File: src/hw/motion_pkg.sv
package motion_pkg;

    // ------------------------------------------------------------------
    // widths
    // ------------------------------------------------------------------
    localparam int POS_W   = 24;   // signed position width in steps
    localparam int SPD_W   = 20;   // speed value width (steps per second)
    localparam int CUR_W   = 10;   // current setting width
    localparam int SEL_W   = 6;    // operation data select width

    // ------------------------------------------------------------------
    // homing modes and fixed figures
    // ------------------------------------------------------------------
    localparam logic [1:0] HOME_MODE_2SENSOR = 2'h0; // limit sensors only
    localparam logic [1:0] HOME_MODE_3SENSOR = 2'h1; // home sensor
    localparam logic [1:0] HOME_MODE_PUSH    = 2'h2; // mechanical stop
    localparam logic [1:0] HOME_MODE_RESET   = 2'h1; // default mode
    localparam logic [8:0] BACKOFF_STEPS     = 9'h0C8; // 200 steps
    localparam int         PUSH_MAX_RPM      = 30;   // push speed cap
    localparam int         SECS_PER_MIN      = 60;
    localparam logic [POS_W-1:0] HOME_POS_ZERO = 24'h000000;

    // ------------------------------------------------------------------
    // operation functions of a data entry
    // ------------------------------------------------------------------
    localparam logic [1:0] FUNC_SINGLE = 2'h0; // single motion
    localparam logic [1:0] FUNC_LINKED = 2'h1; // linked motion
    localparam logic [1:0] FUNC_PUSH   = 2'h2; // push motion

    // ------------------------------------------------------------------
    // step generator timing
    // ------------------------------------------------------------------
    localparam int CLK_HZ = 200000000; // 200 MHz core clock

endpackage

File: src/hw/push_home_ctrl.sv
`timescale 1ns/100ps
// Summary of operation
// - push moves at entry speed, no ramp
// - contact sets push flag, ready, push current
// - no contact: stop, complete, ready, push current
// - stop input halts move, push or seek with stop current
// - push faster than 30 r/min raises alarm
// - ready drops on motion start, start handshake
// - linked then push runs as one sequence
// - 3-sensor homing stops at home sensor
// - 2-sensor reverses, backs off 200 steps
// - push homing reverses off stop, 200 steps
// - back-off counted in raw steps
// - preset load sets position, no motion
// - offset move after homing sets home
// - homing completion zeroes command position
// - optional sensor_input_a or timing qualification
// - mode 0/1/2 selects homing, default 1
// - home done asserted on completion
module push_home_ctrl
    import motion_pkg::*;
(
    input  wire logic             clock,           // core clock
    input  wire logic             nrst,            // sync reset, low
    input  wire logic [SEL_W-1:0] data_select_inputs, // entry number
    input  wire logic             start,           // start entry
    input  wire logic             home_start,      // start homing
    input  wire logic             stop_in,         // stop request
    input  wire logic             position_load_input, // preset load
    input  wire logic [1:0]       entry_func,      // selected function
    input  wire logic [1:0]       next_func,       // following entry func
    input  wire logic [SPD_W-1:0] entry_speed,     // selected speed
    input  wire logic [SPD_W-1:0] next_speed,      // following speed
    input  wire logic [POS_W-1:0] entry_dist,      // selected distance
    input  wire logic [POS_W-1:0] next_dist,       // following distance
    input  wire logic             entry_dir,       // selected direction
    input  wire logic [CUR_W-1:0] push_current,    // push current set
    input  wire logic [CUR_W-1:0] run_current,     // running current
    input  wire logic [CUR_W-1:0] stop_current,    // standstill current
    input  wire logic [15:0]      steps_per_rev,   // resolution
    input  wire logic             load_contact,    // load/stall detect
    input  wire logic [1:0]       home_mode,       // homing method
    input  wire logic [SPD_W-1:0] home_run_speed,  // seek operating speed
    input  wire logic [SPD_W-1:0] home_start_speed, // seek start speed
    input  wire logic [POS_W-1:0] home_offset,     // signed offset
    input  wire logic             home_dir,        // start direction
    input  wire logic             sensor_input_a_enable,     // use sensor_input_a
    input  wire logic             tim_enable,      // use timing_signal
    input  wire logic [POS_W-1:0] preset_position, // preset value
    input  wire logic             home_sensor,     // home sensor
    input  wire logic             limit_pos,       // + limit sensor
    input  wire logic             limit_neg,       // - limit sensor
    input  wire logic             sensor_input_a,  // external sensor_input_a
    input  wire logic             timing_signal,   // timing signal
    output logic                  ready,           // ready for start
    output logic                  push_contact_flag, // push status
    output logic                  op_complete_output, // op ended
    output logic                  home_done_output,   // homing done
    output logic                  data_error_alarm,   // data alarm
    output logic                  step_out,        // step pulse
    output logic                  dir_out,         // 1 = positive
    output logic [CUR_W-1:0]      motor_current,   // current set
    output logic [POS_W-1:0]      command_position, // position
    output logic [SEL_W-1:0]      active_entry     // running entry
);

    // ------------------------------------------------------------------
    // states
    // ------------------------------------------------------------------
    typedef enum logic [7:0] {
        ST_IDLE   = 8'h01,  // stopped, waiting
        ST_MOVE   = 8'h02,  // linked or single move
        ST_PUSH   = 8'h04,  // constant speed push
        ST_SEEK   = 8'h08,  // homing seek
        ST_BACK   = 8'h10,  // reversal / 200-step back-off
        ST_QUAL   = 8'h20,  // wait for sensor_input_a / timing
        ST_OFFSET = 8'h40,  // home offset move
        ST_HOLD   = 8'h80   // wait for start release
    } state_t;

    state_t             state_q;     // sequencer state
    logic [POS_W-1:0]   remain_q;    // steps left in move
    logic [SPD_W-1:0]   speed_q;     // current step rate
    logic [8:0]         backoff_q;   // back-off step counter
    logic               cleared_q;   // sensor cleared in back-off
    logic               step_en;     // step enable from generator
    logic               running;     // generator run
    logic               qual_ok;     // external qualifiers met
    logic [31:0]        push_cap;    // push speed cap in steps/s
    logic               seek_hit;    // seek termination event
    logic               abs_neg;     // offset sign

    assign running  = (state_q != ST_IDLE) && (state_q != ST_HOLD)
                      && (state_q != ST_QUAL || !qual_ok);
    // 30 r/min in steps per second at the set steps_per_rev
    assign push_cap = 32'(steps_per_rev) * 32'(PUSH_MAX_RPM)
                      / 32'(SECS_PER_MIN);
    // sensor_input_a and/or timing must accompany home detection
    assign qual_ok  = (!sensor_input_a_enable || sensor_input_a)
                      && (!tim_enable || timing_signal);
    assign abs_neg  = home_offset[POS_W-1];

    // seek end per homing mode
    always_comb
    begin
        case (home_mode)
            HOME_MODE_2SENSOR: seek_hit = limit_pos | limit_neg;
            HOME_MODE_PUSH:    seek_hit = load_contact;
            default:           seek_hit = home_sensor;
        endcase
    end

    step_rate_gen u_rate (
        .clock   (clock),
        .nrst    (nrst),
        .run     (running),
        .rate_hz (speed_q),
        .step_en (step_en)
    );

    // ------------------------------------------------------------------
    // sequencer
    // ------------------------------------------------------------------
    always_ff @(posedge clock)
    begin
        if (!nrst)
        begin
            state_q            <= ST_IDLE;
            remain_q           <= '0;
            speed_q            <= '0;
            backoff_q          <= '0;
            cleared_q          <= 1'b0;
            ready              <= 1'b1;
            push_contact_flag  <= 1'b0;
            op_complete_output <= 1'b0;
            home_done_output   <= 1'b0;
            data_error_alarm   <= 1'b0;
            dir_out            <= 1'b1;
            motor_current      <= '0;
            active_entry       <= '0;
        end
        else
        begin
            case (state_q)
                // wait for a start, homing or preset request
                ST_IDLE:
                begin
                    if (start && ready)
                    begin
                        push_contact_flag  <= 1'b0;
                        op_complete_output <= 1'b0;
                        active_entry       <= data_select_inputs;
                        dir_out            <= entry_dir;
                        if (entry_func == FUNC_PUSH &&
                            32'(entry_speed) > push_cap)
                        begin
                            data_error_alarm <= 1'b1;
                            state_q          <= ST_HOLD;
                        end
                        else
                        begin
                            ready         <= 1'b0;
                            remain_q      <= entry_dist;
                            speed_q       <= entry_speed;
                            motor_current <= run_current;
                            state_q <= (entry_func == FUNC_PUSH)
                                       ? ST_PUSH : ST_MOVE;
                        end
                    end
                    else if (home_start && ready)
                    begin
                        ready              <= 1'b0;
                        home_done_output   <= 1'b0;
                        push_contact_flag  <= 1'b0;
                        op_complete_output <= 1'b0;
                        dir_out            <= home_dir;
                        motor_current      <= run_current;
                        speed_q <= (home_mode == HOME_MODE_3SENSOR)
                                   ? home_run_speed
                                   : home_start_speed;
                        state_q <= ST_SEEK;
                    end
                end
                // ordinary move; linked push continues without stop
                ST_MOVE:
                begin
                    if (stop_in)
                    begin
                        op_complete_output <= 1'b1;
                        motor_current      <= stop_current;
                        state_q            <= ST_HOLD;
                    end
                    else if (remain_q == '0)
                    begin
                        if (entry_func == FUNC_LINKED &&
                            next_func == FUNC_PUSH)
                        begin
                            if (32'(next_speed) > push_cap)
                            begin
                                data_error_alarm <= 1'b1;
                                state_q          <= ST_HOLD;
                            end
                            else
                            begin
                                remain_q <= next_dist;
                                speed_q  <= next_speed;
                                state_q  <= ST_PUSH;
                            end
                        end
                        else
                        begin
                            op_complete_output <= 1'b1;
                            motor_current      <= stop_current;
                            state_q            <= ST_HOLD;
                        end
                    end
                    else if (step_en)
                        remain_q <= remain_q - 1'b1;
                end
                // constant speed push, no ramp
                ST_PUSH:
                begin
                    if (stop_in)
                    begin
                        op_complete_output <= 1'b1;
                        motor_current      <= stop_current;
                        state_q            <= ST_HOLD;
                    end
                    else if (load_contact)
                    begin
                        push_contact_flag <= 1'b1;
                        motor_current     <= push_current;
                        state_q           <= ST_HOLD;
                    end
                    else if (remain_q == '0)
                    begin
                        op_complete_output <= 1'b1;
                        motor_current      <= push_current;
                        state_q            <= ST_HOLD;
                    end
                    else if (step_en)
                        remain_q <= remain_q - 1'b1;
                end
                // seek for home sensor, limit or stopper
                ST_SEEK:
                begin
                    if (stop_in)
                    begin
                        motor_current <= stop_current;
                        state_q       <= ST_HOLD;
                    end
                    else if (seek_hit)
                    begin
                        if (home_mode == HOME_MODE_3SENSOR)
                            state_q <= ST_QUAL;
                        else
                        begin
                            dir_out   <= ~dir_out;
                            backoff_q <= '0;
                            cleared_q <= (home_mode == HOME_MODE_PUSH);
                            state_q   <= ST_BACK;
                        end
                    end
                end
                // escape limit sensor (2-sensor mode only), then 200 raw steps
                ST_BACK:
                begin
                    if (!cleared_q)
                    begin
                        if (!(limit_pos | limit_neg))
                            cleared_q <= 1'b1;
                    end
                    else if (backoff_q == BACKOFF_STEPS)
                        state_q <= ST_QUAL;
                    else if (step_en)
                        backoff_q <= backoff_q + 1'b1;
                end
                // continue until qualifiers seen, then offset
                ST_QUAL:
                begin
                    if (qual_ok &&
                        (home_mode != HOME_MODE_3SENSOR || home_sensor))
                    begin
                        dir_out  <= ~abs_neg;
                        remain_q <= abs_neg ? -home_offset : home_offset;
                        state_q  <= ST_OFFSET;
                    end
                end
                // offset move, then position is zero
                ST_OFFSET:
                begin
                    if (remain_q == '0)
                    begin
                        home_done_output <= 1'b1;
                        motor_current    <= stop_current;
                        state_q          <= ST_HOLD;
                    end
                    else if (step_en)
                        remain_q <= remain_q - 1'b1;
                end
                // ready again once start released
                ST_HOLD:
                begin
                    if (!start && !home_start)
                    begin
                        ready            <= 1'b1;
                        data_error_alarm <= 1'b0;
                        state_q          <= ST_IDLE;
                    end
                end
                default:
                    state_q <= ST_IDLE;
            endcase
        end
    end

    // ------------------------------------------------------------------
    // command position tracking
    // ------------------------------------------------------------------
    always_ff @(posedge clock)
    begin
        if (!nrst)
            command_position <= HOME_POS_ZERO;
        else if (state_q == ST_OFFSET && remain_q == '0)
            command_position <= HOME_POS_ZERO;
        else if (state_q == ST_IDLE && position_load_input)
            command_position <= preset_position;
        else if (step_en && running)
            command_position <= dir_out ? command_position + 1'b1
                                        : command_position - 1'b1;
    end

    // ------------------------------------------------------------------
    // step output register
    // ------------------------------------------------------------------
    always_ff @(posedge clock)
    begin
        if (!nrst)
            step_out <= 1'b0;
        else
            step_out <= step_en && running;
    end

endmodule

File: src/hw/step_rate_gen.sv
`timescale 1ns/100ps
// produces one-cycle step enables at a programmable rate
module step_rate_gen
    import motion_pkg::*;
(
    input  wire logic             clock,    // core clock
    input  wire logic             nrst,     // sync reset, active low
    input  wire logic             run,      // generate steps while high
    input  wire logic [SPD_W-1:0] rate_hz,  // steps per second
    output logic                  step_en   // one-cycle step pulse
);

    // ------------------------------------------------------------------
    // phase accumulator
    // ------------------------------------------------------------------
    logic [31:0] acc_q;   // fractional step phase
    logic [32:0] sum;     // phase plus increment

    assign sum = {1'b0, acc_q} + {13'h0000, rate_hz};

    // accumulate rate each cycle; wrap past clock rate gives a step
    always_ff @(posedge clock)
    begin
        if (!nrst || !run)
        begin
            acc_q   <= 32'h00000000;
            step_en <= 1'b0;
        end
        else if (sum >= 33'(CLK_HZ))
        begin
            acc_q   <= 32'(sum - 33'(CLK_HZ));
            step_en <= 1'b1;
        end
        else
        begin
            acc_q   <= sum[31:0];
            step_en <= 1'b0;
        end
    end

endmodule

File: config.mk
export PLATFORM = sky130hd
export DESIGN_NAME = push_home_ctrl
export DESIGN_NICKNAME = d
export VERILOG_FILES = /design/src/hw/motion_pkg.sv /design/src/hw/push_home_ctrl.sv /design/src/hw/step_rate_gen.sv
export SDC_FILE = /design/constraint.sdc
export NUM_CORES = 1
export LEC_CHECK = 0
export ABC_CLOCK_PERIOD_IN_PS = 29400
export BUFFER_PORTS_ARGS = -buffer_cell sky130_fd_sc_hd__buf_4
export CAP_MARGIN = 15
export CORE_ASPECT_RATIO = 1.25
export CORE_MARGIN = 2
export CORE_UTILIZATION = 50
export CTS_CLUSTER_SIZE = 24
export DETAILED_ROUTE_END_ITERATION = 8
export PLACE_DENSITY = 0.74
export SETUP_SLACK_MARGIN = 0.1
export SLEW_MARGIN = 20
export SYNTH_ARGS = -nofsm -noshare
export SYNTH_HDL_FRONTEND = slang
export SYNTH_SLANG_ARGS = --single-unit
File: constraint.sdc
create_clock -name clock -period 29.4 [get_ports clock]
set_input_delay 2.94 -clock clock [delete_from_list [all_inputs] [get_ports clock]]
set_output_delay 2.94 -clock clock [all_outputs]
set_load 0.005 [all_outputs]
==> impl_metrics.toml <==
[grt]
grt_pass1_wl_um = 71000
grt_overflow = 0
grtUsageTotal_pct = 28.3
grt_max_degree = 76
antenna_found_initial = 6
grt_pass1_vias = 14600

[floorplan]
num_rows = 70
die_area_um2 = 30700
die_h_um = 195
ios = 297
die_width_um = 157
initial_core_util_pct = 50.3
core-area_um2 = 29100

[route]
vias = 15700
drt_iter0_drc = 1237
firstDrtPassIters = 6
wl_um = 45200
antenna_left = 0
via_per_inst = 6.02
wire_per_inst_um = 17.4
drc = 0

[placed_design]
place_congestion = 1.00
io_buffers = 296
placed_cells = 2566
dpl.hpwl_um = 35600
place_area_um2 = 17100

[sta]
hold_viol = 0
setup_viol = 0
timing.slew.headroom_pct = 26.3
tightest_slew_ns = 1.10
rsz0062_at_grt = "false"
fin_tns_setup_ns = 0
post-route-period-util_pct = 49.2
slew_viol_final = 0
fmax_mhz = 69.1
period_needed_ns = 14.46
fin_skew_ns = 0.0109

[synth]
synth_seq_area_share_pct = 19.4
syn_nets = 2333
ys_types = 102
synth_edf_count = 0
avgSynthCellArea_um2 = 7.51
ys_warn_count = 0
async_reset_ff_share_pct = 0
netlist_area_um2 = 14600
ys.flop_type = "dfxtp_1"
yosys_register_bits = 142
synthCells = 1949

[run_status]
status = "completed"

[clock_network]
htreeDepth = 4
clockBufferDepth = 2
clkSinkCount = 142
clkLatencyLatePin_ns = 0.44
cts-root-buf = "clkbuf_16"
cts_resized = 0
numCtsBuffers = 17
cts_hold_buffers = 0
clk_pin_slew_worst_paths_ns = 0.06
cts_setup_buffers = 0
cts_tree = "yes"

[layout]
area_growth_syn_to_layout_pct = 20.6
nNetsFinal = 2573
fin_util_pct = 60.7
drive_gt1_share_pct = 18.0
design_area_um2 = 17700
nFillCells = 2640
instances_no_fill = 2601

[critical_path]
cpPeakStageDelay_ns = 0.74
critPathKind = "in2reg"
reg2reg_depth = 30
reg2reg_to = "u_rate.acc_q[16]$_SDFF_PP0_"
arrival_ns = 14.79
r2r-start = "speed_q[0]$_SDFFE_PN0P_"
critPathLaunchType = "input pin"
required_ns = 29.73
path_max_fanout = 43
endpoint_kind = "flip-flop"
ff2ff_setup_slack_ns = 23.15
path_common_cell = "o21ai_0"
slowest_stage = "o31ai_1"

[min_path]
min_path_type = "reg2reg"
hold_depth = 2
hp-start = "active_entry[0]$_SDFFE_PN0P_"
holdPathEnd = "active_entry[0]$_SDFFE_PN0P_"

[job]
max-cap-violations = 0
## worst max-delay path, delay by kind of cell
kind                       cells  cell delay [ns]
adders and majority gates      4             1.60
xor gates and xnor gates       2             0.38
muxes                          2             0.92
buffers and inverters          5             0.80
and+or+nand+nor                8             1.05
AOI/OAI and AO/OA             28             7.07
## through the flow
step                setup WS (ns)  hold WS (ns)
finish                      14.94         0.465
CTS                         15.13         0.470
global placement            15.17         0.457
detailed placement          14.67         0.461
global route                13.87         0.498
floorplan                   16.15         0.456
## flip-flops by register name, summed over array words and instances (netlist names), 6 cells and up
| name | cells |
|---|---|
| u_rate.acc_q | 32 |
| command_position | 24 |
| remain_q | 24 |
| speed_q | 20 |
| motor_current | 10 |
| backoff_q | 9 |
| state_q | 8 |
| active_entry | 6 |
## cells in the mapped netlist (all sizes together), types with 7 or more instances
cell type | count | area [um2]
mux2 | 10 | 116
nand2 | 220 | 826
buf | 14 | 92.6
o22ai | 7 | 62.6
inv | 121 | 454
or4 | 10 | 75.1
o31ai | 18 | 135
o211ai | 30 | 225
a2111oi | 8 | 70.1
mux2i | 12 | 128
nor2b | 32 | 200
xnor2 | 80 | 701
o21a | 9 | 67.6
and3 | 15 | 93.8
nor3 | 46 | 245
a31oi | 16 | 106
o21bai | 22 | 165
a221oi | 17 | 149
o311ai | 7 | 86.3
nand2b | 18 | 113
a21oi | 140 | 712
nor2 | 198 | 751
a211oi | 15 | 128
dfxtp | 142 | 2840
o21ai | 123 | 631
clkbuf | 70 | 263
xor2 | 48 | 428
nor4 | 13 | 103
a311oi | 24 | 228
and2 | 18 | 113
o41ai | 7 | 61.3
a21o | 22 | 165
nand3 | 57 | 285
ha | 103 | 1290
or2 | 12 | 75.1
o211a | 46 | 460
fa | 31 | 621
a21boi | 19 | 146
and4 | 7 | 61.3
a22oi | 40 | 305
nand4 | 17 | 106
nand3b | 12 | 90.1
or3 | 10 | 62.6
## worst max path at each step
stage / startpoint / end / slack (ns) / cells past startpoint
2_1_floorplan: steps_per_rev[7] / remain_q[21]$_SDFFE_PN0P_ / 16.15 / 51
3_5_place_dp: steps_per_rev[4] / remain_q[0]$_SDFFE_PN0P_ / 14.67 / 49
4_1_cts: steps_per_rev[4] / remain_q[0]$_SDFFE_PN0P_ / 15.13 / 49
3_3_place_gp: steps_per_rev[7] / remain_q[0]$_SDFFE_PN0P_ / 15.17 / 49
6_report: steps_per_rev[4] / remain_q[0]$_SDFFE_PN0P_ / 14.94 / 49
5_1_grt: steps_per_rev[7] / remain_q[0]$_SDFFE_PN0P_ / 13.87 / 49
## cells by family (layout without fill, tap and decap cells)
logic type | after synthesis | after routing | share of synthesized area, %
buffers and inverters | 206 | 459 | 5.56
XOR/XNOR | 129 | 129 | 7.86
AND/OR/NAND/NOR | 699 | 699 | 22.7
adder cells (fa/ha/maj) | 135 | 135 | 13.1
flip-flops | 142 | 142 | 19.4
other | 0 | 3 | 0
AO/OA/AOI/OAI | 616 | 616 | 29.7
multiplexers | 22 | 22 | 1.67
## cells in the final DEF (no fill, tap or decap), types with 15 or more instances in the layout
master / synthesis / final
a21boi_0: 16 / 16
a21o_1: 22 / 22
a21oi_1: 137 / 135
a221oi_1: 17 / 17
a22oi_1: 39 / 39
a311oi_1: 23 / 23
a31oi_1: 15 / 15
and2_1: 18 / 18
and3_1: 15 / 15
buf_4: 5 / 305
clkbuf_16: 0 / 17
dfxtp_1: 142 / 142
fa_1: 31 / 31
ha_1: 103 / 103
inv_1: 120 / 120
nand2_1: 220 / 219
nand2b_1: 18 / 18
nand3_1: 57 / 57
nand4_1: 17 / 17
nor2_1: 195 / 194
nor2b_1: 32 / 31
nor3_1: 43 / 42
o211a_1: 46 / 46
o211ai_1: 30 / 30
o21ai_0: 109 / 108
o21bai_1: 22 / 22
o31ai_1: 18 / 18
xnor2_1: 80 / 80
xor2_1: 47 / 47
## layer usage
metal  GRT usage (%)  wire [um]
met3            6.06       3660
met5               0         36
met1            32.6      18000
met2            50.5      22100
met4            11.1       1400
## area by class of cell
cell class,count,area [um2],share of cell area (%)
multi-input combinational,1601,11000,62.4
sequential,142,2840,16.1
timing repair buffer,305,2290,13.0
antenna,3,7.51,0.0425
inverter,122,459,2.60
clock inverter,14,119,0.673
clock buffer,18,429,2.43
tap,396,495,2.81
Power is left out: the tool's default activity adds up to more than one toggle a clock period on the data nets, which glitch-free logic cannot reach.
